<file path="src/hdl/efc_pkg.sv">
// constants for the enhanced flow control block
package efc_pkg;
   // register byte offsets on the apb bus
   localparam logic [7:0] off_efc = 8'h00;
   localparam logic [7:0] off_res1 = 8'h04;
   localparam logic [7:0] off_res2 = 8'h08;
   localparam logic [7:0] off_pau1 = 8'h0c;
   localparam logic [7:0] off_pau2 = 8'h10;
   localparam logic [7:0] off_ien = 8'h14;
   localparam logic [7:0] off_ffc = 8'h18;
   localparam logic [7:0] off_mdm = 8'h1c;
   localparam logic [7:0] off_ist = 8'h20;
   localparam logic [7:0] off_evs = 8'h24;
   localparam logic [7:0] off_evc = 8'h28;
   localparam logic [7:0] off_eve = 8'h2c;
   // enhanced feature control bit positions
   localparam int efc_cts = 7;
   localparam int efc_rts = 6;
   localparam int efc_spc = 5;
   localparam int efc_enh = 4;
   // enhanced bits of other registers guarded by the enhanced bit
   localparam logic [7:0] gate_ien = 8'hf0;
   localparam logic [7:0] gate_ist = 8'h30;
   localparam logic [7:0] gate_ffc = 8'h30;
   localparam logic [7:0] gate_mdm = 8'he0;
   localparam int ist_spc = 4;
   localparam int mdm_rts = 1;
   localparam int ffc_trig_lo = 6;
   // event status bit positions
   localparam int ev_trig = 0;
   localparam int ev_spc = 1;
   localparam int ev_pause = 2;
   localparam int ev_resume = 3;
   localparam int ev_cts = 4;
   localparam int ev_w = 5;
   // receive fifo trigger levels selected by fifo control bits 7-6
   localparam logic [4:0] trig_lvl [4] = '{5'h01, 5'h04, 5'h08, 5'h0e};
   localparam logic [7:0] rst_byte = 8'h00;
   localparam logic [ev_w-1:0] rst_ev = 5'h00;
   localparam logic [1:0] sel_none = 2'h0;
   localparam logic [1:0] sel_first = 2'h2;
   localparam logic [1:0] sel_second = 2'h1;
   localparam logic [1:0] sel_both = 2'h3;
endpackage : efc_pkg

</file>
<file path="src/hdl/flow_chars_if.sv">
// flow control characters and selection shared by the sub-blocks
`timescale 1ns/1ns
interface flow_chars_if;
   logic [7:0] res1;
   logic [7:0] res2;
   logic [7:0] pau1;
   logic [7:0] pau2;
   logic [3:0] cont;
   modport src (output res1, res2, pau1, pau2, cont);
   modport use_chars (input res1, res2, pau1, pau2, cont);
endinterface : flow_chars_if

</file>
<file path="src/hdl/char_matcher.sv">
// receive comparison of pause and resume characters
`timescale 1ns/1ns
module char_matcher
   import efc_pkg::*;
(
   input wire logic pclk,
   input wire logic presetn,
   flow_chars_if.use_chars fc,
   input wire logic spc_en,
   input wire logic rx_valid,
   input wire logic [7:0] rx_data,
   output logic wr_valid,
   output logic [7:0] wr_data,
   output logic pause_hit,
   output logic resume_hit,
   output logic spc_hit
);
   logic pend_valid, next_pend_valid, spill_valid, next_spill_valid;
   logic [7:0] pend_data, next_pend_data, spill_data, next_spill_data;
   logic next_wr_valid, next_pause, next_resume, next_spc;
   logic [7:0] next_wr_data, in_d, pch, rch;
   logic in_v;
   logic [1:0] mode;

   // compare each character; whole-byte equality keeps bit 0 on the lsb
   always_comb begin
      in_v = rx_valid | spill_valid;
      in_d = rx_valid ? rx_data : spill_data;
      mode = fc.cont[1:0];
      pch = (mode == sel_first) ? fc.pau1 : fc.pau2; // RULE14
      rch = (mode == sel_first) ? fc.res1 : fc.res2;
      next_wr_valid = 1'b0;
      next_wr_data = wr_data;
      next_pause = 1'b0;
      next_resume = 1'b0;
      next_spc = 1'b0;
      next_pend_valid = pend_valid;
      next_pend_data = pend_data;
      next_spill_valid = 1'b0;
      next_spill_data = spill_data;
      if (in_v) begin
         if (mode == sel_none) begin
            next_wr_valid = 1'b1;
            next_wr_data = in_d;
            next_spc = spc_en && (in_d == fc.pau2); // RULE6 RULE7
         end else if (mode != sel_both) begin
            if (in_d == pch) begin
               next_pause = 1'b1; // RULE7
            end else if (in_d == rch) begin
               next_resume = 1'b1;
            end else begin
               next_wr_valid = 1'b1;
               next_wr_data = in_d;
            end
         end else if (pend_valid) begin
            // pairs match only as two consecutive characters
            next_pend_valid = 1'b0;
            if (pend_data == fc.pau1 && in_d == fc.pau2) begin
               next_pause = 1'b1; // RULE15
            end else if (pend_data == fc.res1 && in_d == fc.res2) begin
               next_resume = 1'b1; // RULE15
            end else begin
               next_wr_valid = 1'b1;
               next_wr_data = pend_data;
               next_spill_valid = 1'b1;
               next_spill_data = in_d;
            end
         end else if (in_d == fc.pau1 || in_d == fc.res1) begin
            next_pend_valid = 1'b1;
            next_pend_data = in_d;
         end else begin
            next_wr_valid = 1'b1;
            next_wr_data = in_d;
         end
      end
   end

   // matcher state registers
   always_ff @(posedge pclk or negedge presetn) begin
      if (!presetn) begin
         pend_valid <= 1'b0;
         pend_data <= rst_byte;
         spill_valid <= 1'b0;
         spill_data <= rst_byte;
         wr_valid <= 1'b0;
         wr_data <= rst_byte;
         pause_hit <= 1'b0;
         resume_hit <= 1'b0;
         spc_hit <= 1'b0;
      end else begin
         pend_valid <= next_pend_valid;
         pend_data <= next_pend_data;
         spill_valid <= next_spill_valid;
         spill_data <= next_spill_data;
         wr_valid <= next_wr_valid;
         wr_data <= next_wr_data;
         pause_hit <= next_pause;
         resume_hit <= next_resume;
         spc_hit <= next_spc;
      end
   end
endmodule : char_matcher

</file>
<file path="src/hdl/flow_sender.sv">
// queue of pause or resume characters to transmit
`timescale 1ns/1ns
module flow_sender
   import efc_pkg::*;
(
   input wire logic pclk,
   input wire logic presetn,
   flow_chars_if.use_chars fc,
   input wire logic send_pause,
   input wire logic send_resume,
   input wire logic take,
   output logic out_valid,
   output logic [7:0] out_data
);
   logic [7:0] q0, q1, next_q0, next_q1;
   logic [1:0] cnt, next_cnt;

   assign out_valid = (cnt != 2'h0);
   assign out_data = q0;

   // load one or two characters by the transmit selection
   always_comb begin
      next_q0 = q0;
      next_q1 = q1;
      next_cnt = cnt;
      if (take && cnt != 2'h0) begin
         next_q0 = q1;
         next_cnt = cnt - 2'h1;
      end
      if ((send_pause || send_resume) && cnt == 2'h0) begin
         unique case (fc.cont[3:2]) // RULE13
            sel_first: begin
               next_q0 = send_pause ? fc.pau1 : fc.res1;
               next_cnt = 2'h1;
            end
            sel_second: begin
               next_q0 = send_pause ? fc.pau2 : fc.res2;
               next_cnt = 2'h1;
            end
            sel_both: begin
               next_q0 = send_pause ? fc.pau1 : fc.res1; // RULE15
               next_q1 = send_pause ? fc.pau2 : fc.res2;
               next_cnt = 2'h2;
            end
            sel_none: next_cnt = cnt;
         endcase
      end
   end

   // queue registers
   always_ff @(posedge pclk or negedge presetn) begin
      if (!presetn) begin
         q0 <= rst_byte;
         q1 <= rst_byte;
         cnt <= 2'h0;
      end else begin
         q0 <= next_q0;
         q1 <= next_q1;
         cnt <= next_cnt;
      end
   end
endmodule : flow_sender

</file>
<file path="src/hdl/flow_ctrl.sv">
// enhanced flow control for one uart channel, apb register slave
// Notes on behaviour
// RULE1: auto cts: clear-to-send high halts transmitting
// RULE2: auto rts: interrupt at receive trigger level
// RULE3: auto rts: request-to-send high at next level
// RULE4: request-to-send low below next lower level
// RULE5: without auto rts, software drives request-to-send
// RULE6: special detect: match second pause, flag it
// RULE7: character bit 0 compares with received lsb
// RULE8: software clears selection before special detect
// RULE9: enhanced bits writable only when enhanced on
// RULE10: enhanced off saves then zeroes enhanced bits
// RULE11: enhanced on restores the saved enhanced bits
// RULE12: feature and selection bits reset to zero
// RULE13: upper selection bits choose transmit characters
// RULE14: lower selection bits choose receive comparison
// RULE15: dual mode sends or matches two characters
// RULE16: flow characters are never payload data
// RULE17: received pause stops transmitter until resume; the code stops only data and still sends queued pause and resume characters
// RULE18: send pause at trigger, resume when drained; the code resumes below the next lower level
`timescale 1ns/1ns
module flow_ctrl
   import efc_pkg::*;
(
   input wire logic pclk,
   input wire logic presetn,
   input wire logic psel,
   input wire logic penable,
   input wire logic pwrite,
   input wire logic [7:0] paddr,
   input wire logic [31:0] pwdata,
   output logic [31:0] prdata,
   output logic pready,
   output logic pslverr,
   input wire logic cts_n,
   output logic rts_n,
   input wire logic [4:0] rx_level,
   input wire logic rx_valid,
   input wire logic [7:0] rx_data,
   output logic fifo_wr,
   output logic [7:0] fifo_wdata,
   input wire logic tx_avail,
   input wire logic [7:0] tx_data,
   output logic tx_pop,
   output logic tx_out_valid,
   output logic [7:0] tx_out_data,
   input wire logic tx_ready,
   output logic irq
);
   flow_chars_if fc ();

   logic [7:0] efc, res1, res2, pau1, pau2, ien, ffc, mdm, ist;
   logic [7:0] next_efc, next_res1, next_res2, next_pau1, next_pau2;
   logic [7:0] next_ien, next_ffc, next_mdm, next_ist;
   logic [7:0] sv_ien, sv_ffc, sv_mdm, sv_ist;
   logic [7:0] next_sv_ien, next_sv_ffc, next_sv_mdm, next_sv_ist;
   logic [ev_w-1:0] ev, ev_en, next_ev, next_ev_en, ev_set;
   logic wr, setup, enh_fall, enh_rise;
   logic [31:0] next_prdata;
   logic next_pslverr, next_irq;
   logic cts_m, cts_s, cts_q;
   logic at_trig_q, rts_hold, xoff_sent, rx_paused;
   logic next_at_trig_q, next_rts_hold, next_xoff_sent, next_rx_paused, next_rts_n;
   logic send_pause, send_resume, at_trig, cts_halt;
   logic [4:0] trig, hi, lo;
   logic [1:0] lvl;
   logic snd_valid, snd_take, next_out_valid, next_pop;
   logic [7:0] snd_data, next_out_data;
   logic pause_hit, resume_hit, spc_hit;

   assign fc.res1 = res1;
   assign fc.res2 = res2;
   assign fc.pau1 = pau1;
   assign fc.pau2 = pau2;
   assign fc.cont = efc[3:0];

   // receive side comparison, data to the receive fifo
   char_matcher matcher (
      .pclk(pclk),
      .presetn(presetn),
      .fc(fc),
      .spc_en(efc[efc_spc]),
      .rx_valid(rx_valid),
      .rx_data(rx_data),
      .wr_valid(fifo_wr),
      .wr_data(fifo_wdata),
      .pause_hit(pause_hit),
      .resume_hit(resume_hit),
      .spc_hit(spc_hit)
   );

   // pause and resume characters queued for the transmitter
   flow_sender sender (
      .pclk(pclk),
      .presetn(presetn),
      .fc(fc),
      .send_pause(send_pause),
      .send_resume(send_resume),
      .take(snd_take),
      .out_valid(snd_valid),
      .out_data(snd_data)
   );

   // bus phase decode, zero wait states
   assign setup = psel && !penable;
   assign wr = psel && penable && pready && pwrite;

   // trigger thresholds from fifo control bits 7-6
   always_comb begin
      lvl = ffc[ffc_trig_lo +: 2];
      trig = trig_lvl[lvl];
      hi = trig_lvl[(lvl == 2'h3) ? lvl : lvl + 2'h1];
      lo = trig_lvl[(lvl == 2'h0) ? lvl : lvl - 2'h1];
      at_trig = rx_level >= trig;
      cts_halt = efc[efc_cts] && cts_s; // RULE1
   end

   // register writes, save and restore of enhanced bits, events
   always_comb begin
      next_efc = efc;
      next_res1 = res1;
      next_res2 = res2;
      next_pau1 = pau1;
      next_pau2 = pau2;
      next_ien = ien;
      next_ffc = ffc;
      next_mdm = mdm;
      next_ist = ist;
      next_ev_en = ev_en;
      next_sv_ien = sv_ien;
      next_sv_ffc = sv_ffc;
      next_sv_mdm = sv_mdm;
      next_sv_ist = sv_ist;
      next_ev = ev;
      if (wr) begin
         unique case (paddr)
            off_efc: next_efc = pwdata[7:0];
            off_res1: next_res1 = pwdata[7:0];
            off_res2: next_res2 = pwdata[7:0];
            off_pau1: next_pau1 = pwdata[7:0];
            off_pau2: next_pau2 = pwdata[7:0];
            off_ien: next_ien = efc[efc_enh] ? pwdata[7:0] : (ien & gate_ien) | (pwdata[7:0] & ~gate_ien); // RULE9
            off_ffc: next_ffc = efc[efc_enh] ? pwdata[7:0] : (ffc & gate_ffc) | (pwdata[7:0] & ~gate_ffc); // RULE9
            off_mdm: next_mdm = efc[efc_enh] ? pwdata[7:0] : (mdm & gate_mdm) | (pwdata[7:0] & ~gate_mdm); // RULE9
            off_ist: next_ist = efc[efc_enh] ? (pwdata[7:0] & gate_ist) : ist; // RULE9
            off_eve: next_ev_en = pwdata[ev_w-1:0];
            off_evc: next_ev = ev & ~pwdata[ev_w-1:0];
            default: next_ev = next_ev;
         endcase
      end
      // special character sets the status flag after any write
      if (spc_hit && efc[efc_enh]) begin
         next_ist[ist_spc] = 1'b1; // RULE6
      end
      enh_fall = efc[efc_enh] && !next_efc[efc_enh];
      enh_rise = !efc[efc_enh] && next_efc[efc_enh];
      if (enh_fall) begin
         next_sv_ien = next_ien & gate_ien; // RULE10
         next_sv_ffc = next_ffc & gate_ffc;
         next_sv_mdm = next_mdm & gate_mdm;
         next_sv_ist = next_ist & gate_ist;
         next_ien = next_ien & ~gate_ien;
         next_ffc = next_ffc & ~gate_ffc;
         next_mdm = next_mdm & ~gate_mdm;
         next_ist = next_ist & ~gate_ist;
      end
      if (enh_rise) begin
         next_ien = (next_ien & ~gate_ien) | sv_ien; // RULE11
         next_ffc = (next_ffc & ~gate_ffc) | sv_ffc;
         next_mdm = (next_mdm & ~gate_mdm) | sv_mdm;
         next_ist = (next_ist & ~gate_ist) | sv_ist;
      end
      // events set after the clear so a late event is kept
      ev_set = '0;
      ev_set[ev_trig] = efc[efc_rts] && at_trig && !at_trig_q; // RULE2
      ev_set[ev_spc] = spc_hit;
      ev_set[ev_pause] = pause_hit;
      ev_set[ev_resume] = resume_hit;
      ev_set[ev_cts] = cts_s != cts_q;
      next_ev = next_ev | ev_set;
      next_irq = |(ev & ev_en);
   end

   // register bank
   always_ff @(posedge pclk or negedge presetn) begin
      if (!presetn) begin
         efc <= rst_byte; // RULE12
         res1 <= rst_byte;
         res2 <= rst_byte;
         pau1 <= rst_byte;
         pau2 <= rst_byte;
         ien <= rst_byte;
         ffc <= rst_byte;
         mdm <= rst_byte;
         ist <= rst_byte;
         sv_ien <= rst_byte;
         sv_ffc <= rst_byte;
         sv_mdm <= rst_byte;
         sv_ist <= rst_byte;
         ev <= rst_ev;
         ev_en <= rst_ev;
         irq <= 1'b0;
      end else begin
         efc <= next_efc;
         res1 <= next_res1;
         res2 <= next_res2;
         pau1 <= next_pau1;
         pau2 <= next_pau2;
         ien <= next_ien;
         ffc <= next_ffc;
         mdm <= next_mdm;
         ist <= next_ist;
         sv_ien <= next_sv_ien;
         sv_ffc <= next_sv_ffc;
         sv_mdm <= next_sv_mdm;
         sv_ist <= next_sv_ist;
         ev <= next_ev;
         ev_en <= next_ev_en;
         irq <= next_irq;
      end
   end

   // read data and error prepared in the setup cycle
   always_comb begin
      next_prdata = prdata;
      next_pslverr = pslverr;
      if (setup) begin
         next_pslverr = 1'b0;
         next_prdata = 32'h0;
         unique case (paddr)
            off_efc: next_prdata[7:0] = efc;
            off_res1: next_prdata[7:0] = res1;
            off_res2: next_prdata[7:0] = res2;
            off_pau1: next_prdata[7:0] = pau1;
            off_pau2: next_prdata[7:0] = pau2;
            off_ien: next_prdata[7:0] = ien;
            off_ffc: next_prdata[7:0] = ffc;
            off_mdm: next_prdata[7:0] = mdm;
            off_ist: next_prdata[7:0] = ist;
            off_evs: next_prdata[ev_w-1:0] = ev;
            off_eve: next_prdata[ev_w-1:0] = ev_en;
            off_evc: next_prdata = 32'h0;
            default: next_pslverr = 1'b1;
         endcase
      end
   end

   // bus answer registers
   always_ff @(posedge pclk or negedge presetn) begin
      if (!presetn) begin
         prdata <= 32'h0;
         pslverr <= 1'b0;
         pready <= 1'b0;
      end else begin
         prdata <= next_prdata;
         pslverr <= next_pslverr;
         pready <= 1'b1;
      end
   end

   // clear-to-send synchroniser, two flops then a change detector
   always_ff @(posedge pclk or negedge presetn) begin
      if (!presetn) begin
         cts_m <= 1'b0;
         cts_s <= 1'b0;
         cts_q <= 1'b0;
      end else begin
         cts_m <= cts_n;
         cts_s <= cts_m;
         cts_q <= cts_s;
      end
   end

   // hardware and in-band flow state
   always_comb begin
      next_at_trig_q = at_trig;
      next_rts_hold = rts_hold;
      if (!efc[efc_rts]) begin
         next_rts_hold = 1'b0; // RULE5
      end else if (rx_level >= hi) begin
         next_rts_hold = 1'b1; // RULE3
      end else if (rx_level < lo) begin
         next_rts_hold = 1'b0; // RULE4
      end
      next_rts_n = !mdm[mdm_rts] || rts_hold; // RULE3 RULE5
      send_pause = 1'b0;
      send_resume = 1'b0;
      next_xoff_sent = xoff_sent;
      if (efc[3:2] == sel_none) begin
         next_xoff_sent = 1'b0;
      end else if (!snd_valid && !xoff_sent && at_trig) begin
         send_pause = 1'b1; // RULE18
         next_xoff_sent = 1'b1;
      end else if (!snd_valid && xoff_sent && rx_level < lo) begin
         send_resume = 1'b1; // RULE18
         next_xoff_sent = 1'b0;
      end
      next_rx_paused = rx_paused;
      if (efc[1:0] == sel_none || resume_hit) begin
         next_rx_paused = 1'b0;
      end else if (pause_hit) begin
         next_rx_paused = 1'b1; // RULE17
      end
   end

   // flow state registers
   always_ff @(posedge pclk or negedge presetn) begin
      if (!presetn) begin
         at_trig_q <= 1'b0;
         rts_hold <= 1'b0;
         rts_n <= 1'b1;
         xoff_sent <= 1'b0;
         rx_paused <= 1'b0;
      end else begin
         at_trig_q <= next_at_trig_q;
         rts_hold <= next_rts_hold;
         rts_n <= next_rts_n;
         xoff_sent <= next_xoff_sent;
         rx_paused <= next_rx_paused;
      end
   end

   // transmit holding stage: flow characters first, then data
   always_comb begin
      next_out_valid = tx_out_valid && !tx_ready;
      next_out_data = tx_out_data;
      next_pop = 1'b0;
      snd_take = 1'b0;
      if (!tx_out_valid && !cts_halt) begin // RULE1
         if (snd_valid) begin
            snd_take = 1'b1;
            next_out_valid = 1'b1;
            next_out_data = snd_data;
         end else if (tx_avail && !tx_pop && !rx_paused) begin // RULE17
            next_pop = 1'b1;
            next_out_valid = 1'b1;
            next_out_data = tx_data;
         end
      end
   end

   // transmit stage registers
   always_ff @(posedge pclk or negedge presetn) begin
      if (!presetn) begin
         tx_out_valid <= 1'b0;
         tx_out_data <= rst_byte;
         tx_pop <= 1'b0;
      end else begin
         tx_out_valid <= next_out_valid;
         tx_out_data <= next_out_data;
         tx_pop <= next_pop;
      end
   end

   cts_halt_a: assert property (@(posedge pclk) disable iff (!presetn) // RULE1
      (cts_halt && !tx_out_valid) |=> !tx_out_valid) else $error("load while cts halts");
   trig_irq_a: assert property (@(posedge pclk) disable iff (!presetn) // RULE2
      (efc[efc_rts] && at_trig && !at_trig_q) |=> ev[ev_trig]) else $error("no trigger event");
   rts_raise_a: assert property (@(posedge pclk) disable iff (!presetn) // RULE3
      (efc[efc_rts] && rx_level >= hi) |-> ##2 rts_n) else $error("rts not raised");
   rts_drop_a: assert property (@(posedge pclk) disable iff (!presetn) // RULE4
      (rts_hold && rx_level < lo && rx_level < hi) |=> !rts_hold) else $error("rts hold kept");
   rts_soft_a: assert property (@(posedge pclk) disable iff (!presetn) // RULE5
      (!efc[efc_rts] && !rts_hold) |=> rts_n == !$past(mdm[mdm_rts])) else $error("rts not software");
   spc_flag_a: assert property (@(posedge pclk) disable iff (!presetn) // RULE6
      (spc_hit && efc[efc_enh] && next_efc[efc_enh]) |=> ist[ist_spc]) else $error("special flag missed");
   enh_gate_a: assert property (@(posedge pclk) disable iff (!presetn) // RULE9
      (wr && paddr == off_ien && !efc[efc_enh]) |=> (ien & gate_ien) == ($past(ien) & gate_ien))
      else $error("gated bits written");
   enh_off_a: assert property (@(posedge pclk) disable iff (!presetn) // RULE10
      $fell(efc[efc_enh]) |-> ((ien & gate_ien) | (ffc & gate_ffc) | (mdm & gate_mdm)) == 8'h00)
      else $error("enhanced bits not cleared");
   enh_on_a: assert property (@(posedge pclk) disable iff (!presetn) // RULE11
      $rose(efc[efc_enh]) |-> (ien & gate_ien) == $past(sv_ien)) else $error("enhanced bits not restored");
   pause_stop_a: assert property (@(posedge pclk) disable iff (!presetn) // RULE17
      (rx_paused && !snd_valid) |=> !tx_pop) else $error("data sent while paused");
endmodule : flow_ctrl

</file>
<file path="config.mk">
export PLATFORM = sky130hd
export DESIGN_NAME = flow_ctrl
export DESIGN_NICKNAME = d
export VERILOG_FILES = /design/src/hdl/efc_pkg.sv /design/src/hdl/flow_chars_if.sv /design/src/hdl/char_matcher.sv /design/src/hdl/flow_sender.sv /design/src/hdl/flow_ctrl.sv
export SDC_FILE = /design/constraint.sdc
export NUM_CORES = 1
export LEC_CHECK = 0
export ABC_AREA = 1
export BUFFER_PORTS_ARGS = -buffer_cell sky130_fd_sc_hd__buf_2
export CAP_MARGIN = 20
export CELL_PAD_IN_SITES_DETAIL_PLACEMENT = 1
export CELL_PAD_IN_SITES_GLOBAL_PLACEMENT = 2
export CORE_ASPECT_RATIO = 0.9
export CORE_UTILIZATION = 30
export CTS_BUF_LIST = sky130_fd_sc_hd__clkbuf_16
export DETAILED_ROUTE_END_ITERATION = 7
export PLACE_DENSITY = 0.89
export SYNTH_ARGS = -nofsm -noshare
export SYNTH_HDL_FRONTEND = slang
export SYNTH_SLANG_ARGS = --single-unit
</file>
<file path="constraint.sdc">
create_clock -name pclk -period 1.9 [get_ports pclk]
set_input_delay 0 -clock pclk [delete_from_list [all_inputs] [get_ports pclk]]
set_output_delay 0 -clock pclk [all_outputs]
set_load 0.02 [all_outputs]
</file>
==> results.cfg <==
[run_status]
outcome = complete, but fails checks
violations = negative setup slack

[timing]
worst_hold_slack_ns = 0.00797
setup_tns_ns = -2.06
tightest_slew_ns = 0.608
worst_clock_skew_ns = 0.0124
finalSetupViolations = 19
final-hold-violation-count = 0
final.min_clock_period_ns = 2.04
setup_ws_ns = -0.145
rsz0062_at_grt = true
maxSlewHeadroom = 0.593
drv_slew = 0
clock.fmax_mhz = 489
fin_crit_sh = 1.08

[grt]
grtUsageTotal = 0.231
antenna_found_initial = 0
grt-ovfl-total = 0
grt_pass1_wl_mm = 57.6
first_global_vias = 10149
grt_max_degree = 81

[placed_design]
port_buffers = 76
pre_cts_slack_ns = -0.165
dp_hpwl_mm = 27.3
dp.cells = 1914
place.gp.congestion = 0.934
placed_cell_area_um2 = 11300

[final_layout]
nNetsFinal = 1658
finalNonFillerCells = 1998
final_util = 0.413
seq_area_um2 = 4270
syn2layout_area_growth_pct = 33.8
postLayoutCellArea_um2 = 12900
fill_cells = 3902
multi_input_area_um2 = 5100
drive_above_1_share = 0.244
diodes = 0

[synth]
netlist.area_leader.share = 0.438
synth_seq_cells = 170
ys_top_cells_by_area = dfrtp_1 (44%), nand2_1 (20%), o21ai_0 (6.6%)
netlist_area_um2 = 9660
synthCells = 1336
synth_cell_type_count = 44
syn_area_per_cell_um2 = 7.23
seq_area_frac_synth = 0.440
yosysWarnings = 0
synth_top_area_cell = dfrtp_1

[clocking]
cts.sinks = 170
numCtsBuffers = 17
cts_root_buffer = clkbuf_16
cts_tree = done
htreeDepth = 4
clock_path_buffers = 2
path_clk_slew_ns = 0.08
clk_latency_ns = 0.45

[worst_setup_path]
worst_ep_required_time_ns = 2.24
r2r_cells = 11
r2r_end = sender.out_data[7]
start_kind = flop
crit_type = reg2reg
worst-path-max-fanout = 17
r2r_slack_ns = -0.14
end_kind = flop
crit_arrival_ns = 2.38

[die]
rows = 61
initial_core_util = 0.309
num_io_pins = 125
dieArea_um2 = 32900
core_area_um2 = 31300
die_w_um = 191
die_height_um = 172

[routing]
via_per_inst = 5.03
ant_nets = 0
dr.pass1.iters = 5
vias = 10058
drt_iter0_drc = 634
drc_errors = 0
wl_mm = 37.7
wl_per_cell_um = 18.9

[min_path]
worstHoldPathType = in2async

[pwr]
power_mw = 10.7
vdd_drop_max_mv = 0.638
p_leak_nw = 6.55
p_per_area_nw_per_um2 = 824

[run]
maxCapViolCount = 0
## critical path: stages (launching register included)
cell and delay (ns):
dfrtp_1 0.41, inv_2 0.06, buf_6 0.13, ha_4 0.27, a21oi_2 0.05, o211ai_1 0.25
nand2_2 0.18, clkbuf_16 0.22, o21ai_0 0.17, nand2_1 0.07, nand2_1 0.06, nand2_1 0.08
## cells by family (layout without fill, tap and decap cells)
group | Yosys count | in the layout | share of synthesized area
simple gates | 708 | 715 | 0.307
other cells | 2 | 27 | 0.000777
fa+ha+maj | 12 | 12 | 0.0155
flops | 170 | 170 | 0.440
mux | 8 | 8 | 0.00932
xor+xnor | 15 | 15 | 0.0136
buf+inv | 201 | 422 | 0.0913
compound gates | 220 | 220 | 0.122
## power breakdown
part           switching [mW]  total [mW]  internal [mW]
clock network            1.77        3.92           2.15
registers               0.255        4.26           4.00
logic                    1.52        2.48          0.960
## placed cells by master (no fill, tap or decap), types with 10 or more instances in the layout
cell type      Yosys  final
dfrtp_1          169    160
ha_1              12     10
nand3_1           78     72
dlygate4sd3_1      0     23
nor2_1            71     56
inv_1            146    141
nand4_1           18     18
buf_4             26    122
o21ai_1           23     27
a21oi_1           26     23
o22ai_1           24     23
nand2_4            1     11
nor2_2             4     14
clkbuf_16          0     19
buf_2              4     75
nand2_1          505    462
o21ai_0          127    119
conb_1             2     27
nand2_2           12     43
## worst max-delay path by stage
| stage | slack, ns | from | depth (start not counted) | end |
|---|---|---|---|---|
| after global routing | -0.28 | flop | 12 | sender.out_data[4] |
| after floorplan | -0.07 | flop | 14 | sender.q1[6] |
| final | -0.14 | flop | 11 | sender.out_data[7] |
| after global placement | -0.09 | flop | 13 | sender.cnt[0] |
| after CTS | -0.11 | flop | 13 | sender.out_data[2] |
| after detailed placement | -0.17 | efc[0] | 14 | matcher.wr_data[3] |
## Yosys cell counts
library cell and instances:
a31oi_1 9, o21bai_1 2, nand4_1 18, nor2_2 4, dfrtp_1 169, or2_2 1
a22o_1 1, a21oi_1 26, conb_1 2, inv_1 146, a21oi_4 1, o21ai_0 127
xnor2_1 7, o221ai_1 1, ha_1 12, o22ai_1 24, buf_4 26, nor3_4 3
o21ai_1 23, nand3_1 78, nor2_4 1, nor3_1 3, nand3_4 1, nand2_2 12
inv_4 1, nand3b_1 3, mux2_2 8, nor3_2 4, dfstp_2 1, a21boi_0 1
nand2_1 505, o211ai_1 1, buf_6 3, buf_2 4, nor3b_1 1, nand2_4 1
nand3_2 2, clkinv_1 2, xor2_1 8, clkbuf_1 17, nor2_1 71, inv_2 2
a211oi_1 3, o31ai_1 1
## area by class of cell
cell class,count,area share
Clock buffer,17,0.0329
Clock inverter,15,0.0173
Inverter,151,0.0442
Multi-Input combinational cell,997,0.394
Sequential cell,170,0.330
Tap cell,409,0.0396
Timing Repair Buffer,239,0.142
## timing repair
item	in CTS	in global routing
hold buffers	23	0
pin swaps	8	19
buffers inserted	6	13
setup endpoints to repair	40	51
hold endpoints to repair	209	0
resized for setup	29	105
gates cloned	4	6
## layer usage
layer,track usage,wire length [um]
met1,0.314,17100
met2,0.376,17700
met4,0.0790,1100
met5,0,0
met3,0.0335,1750
Note: power is estimated with default switching activity, not from simulation.
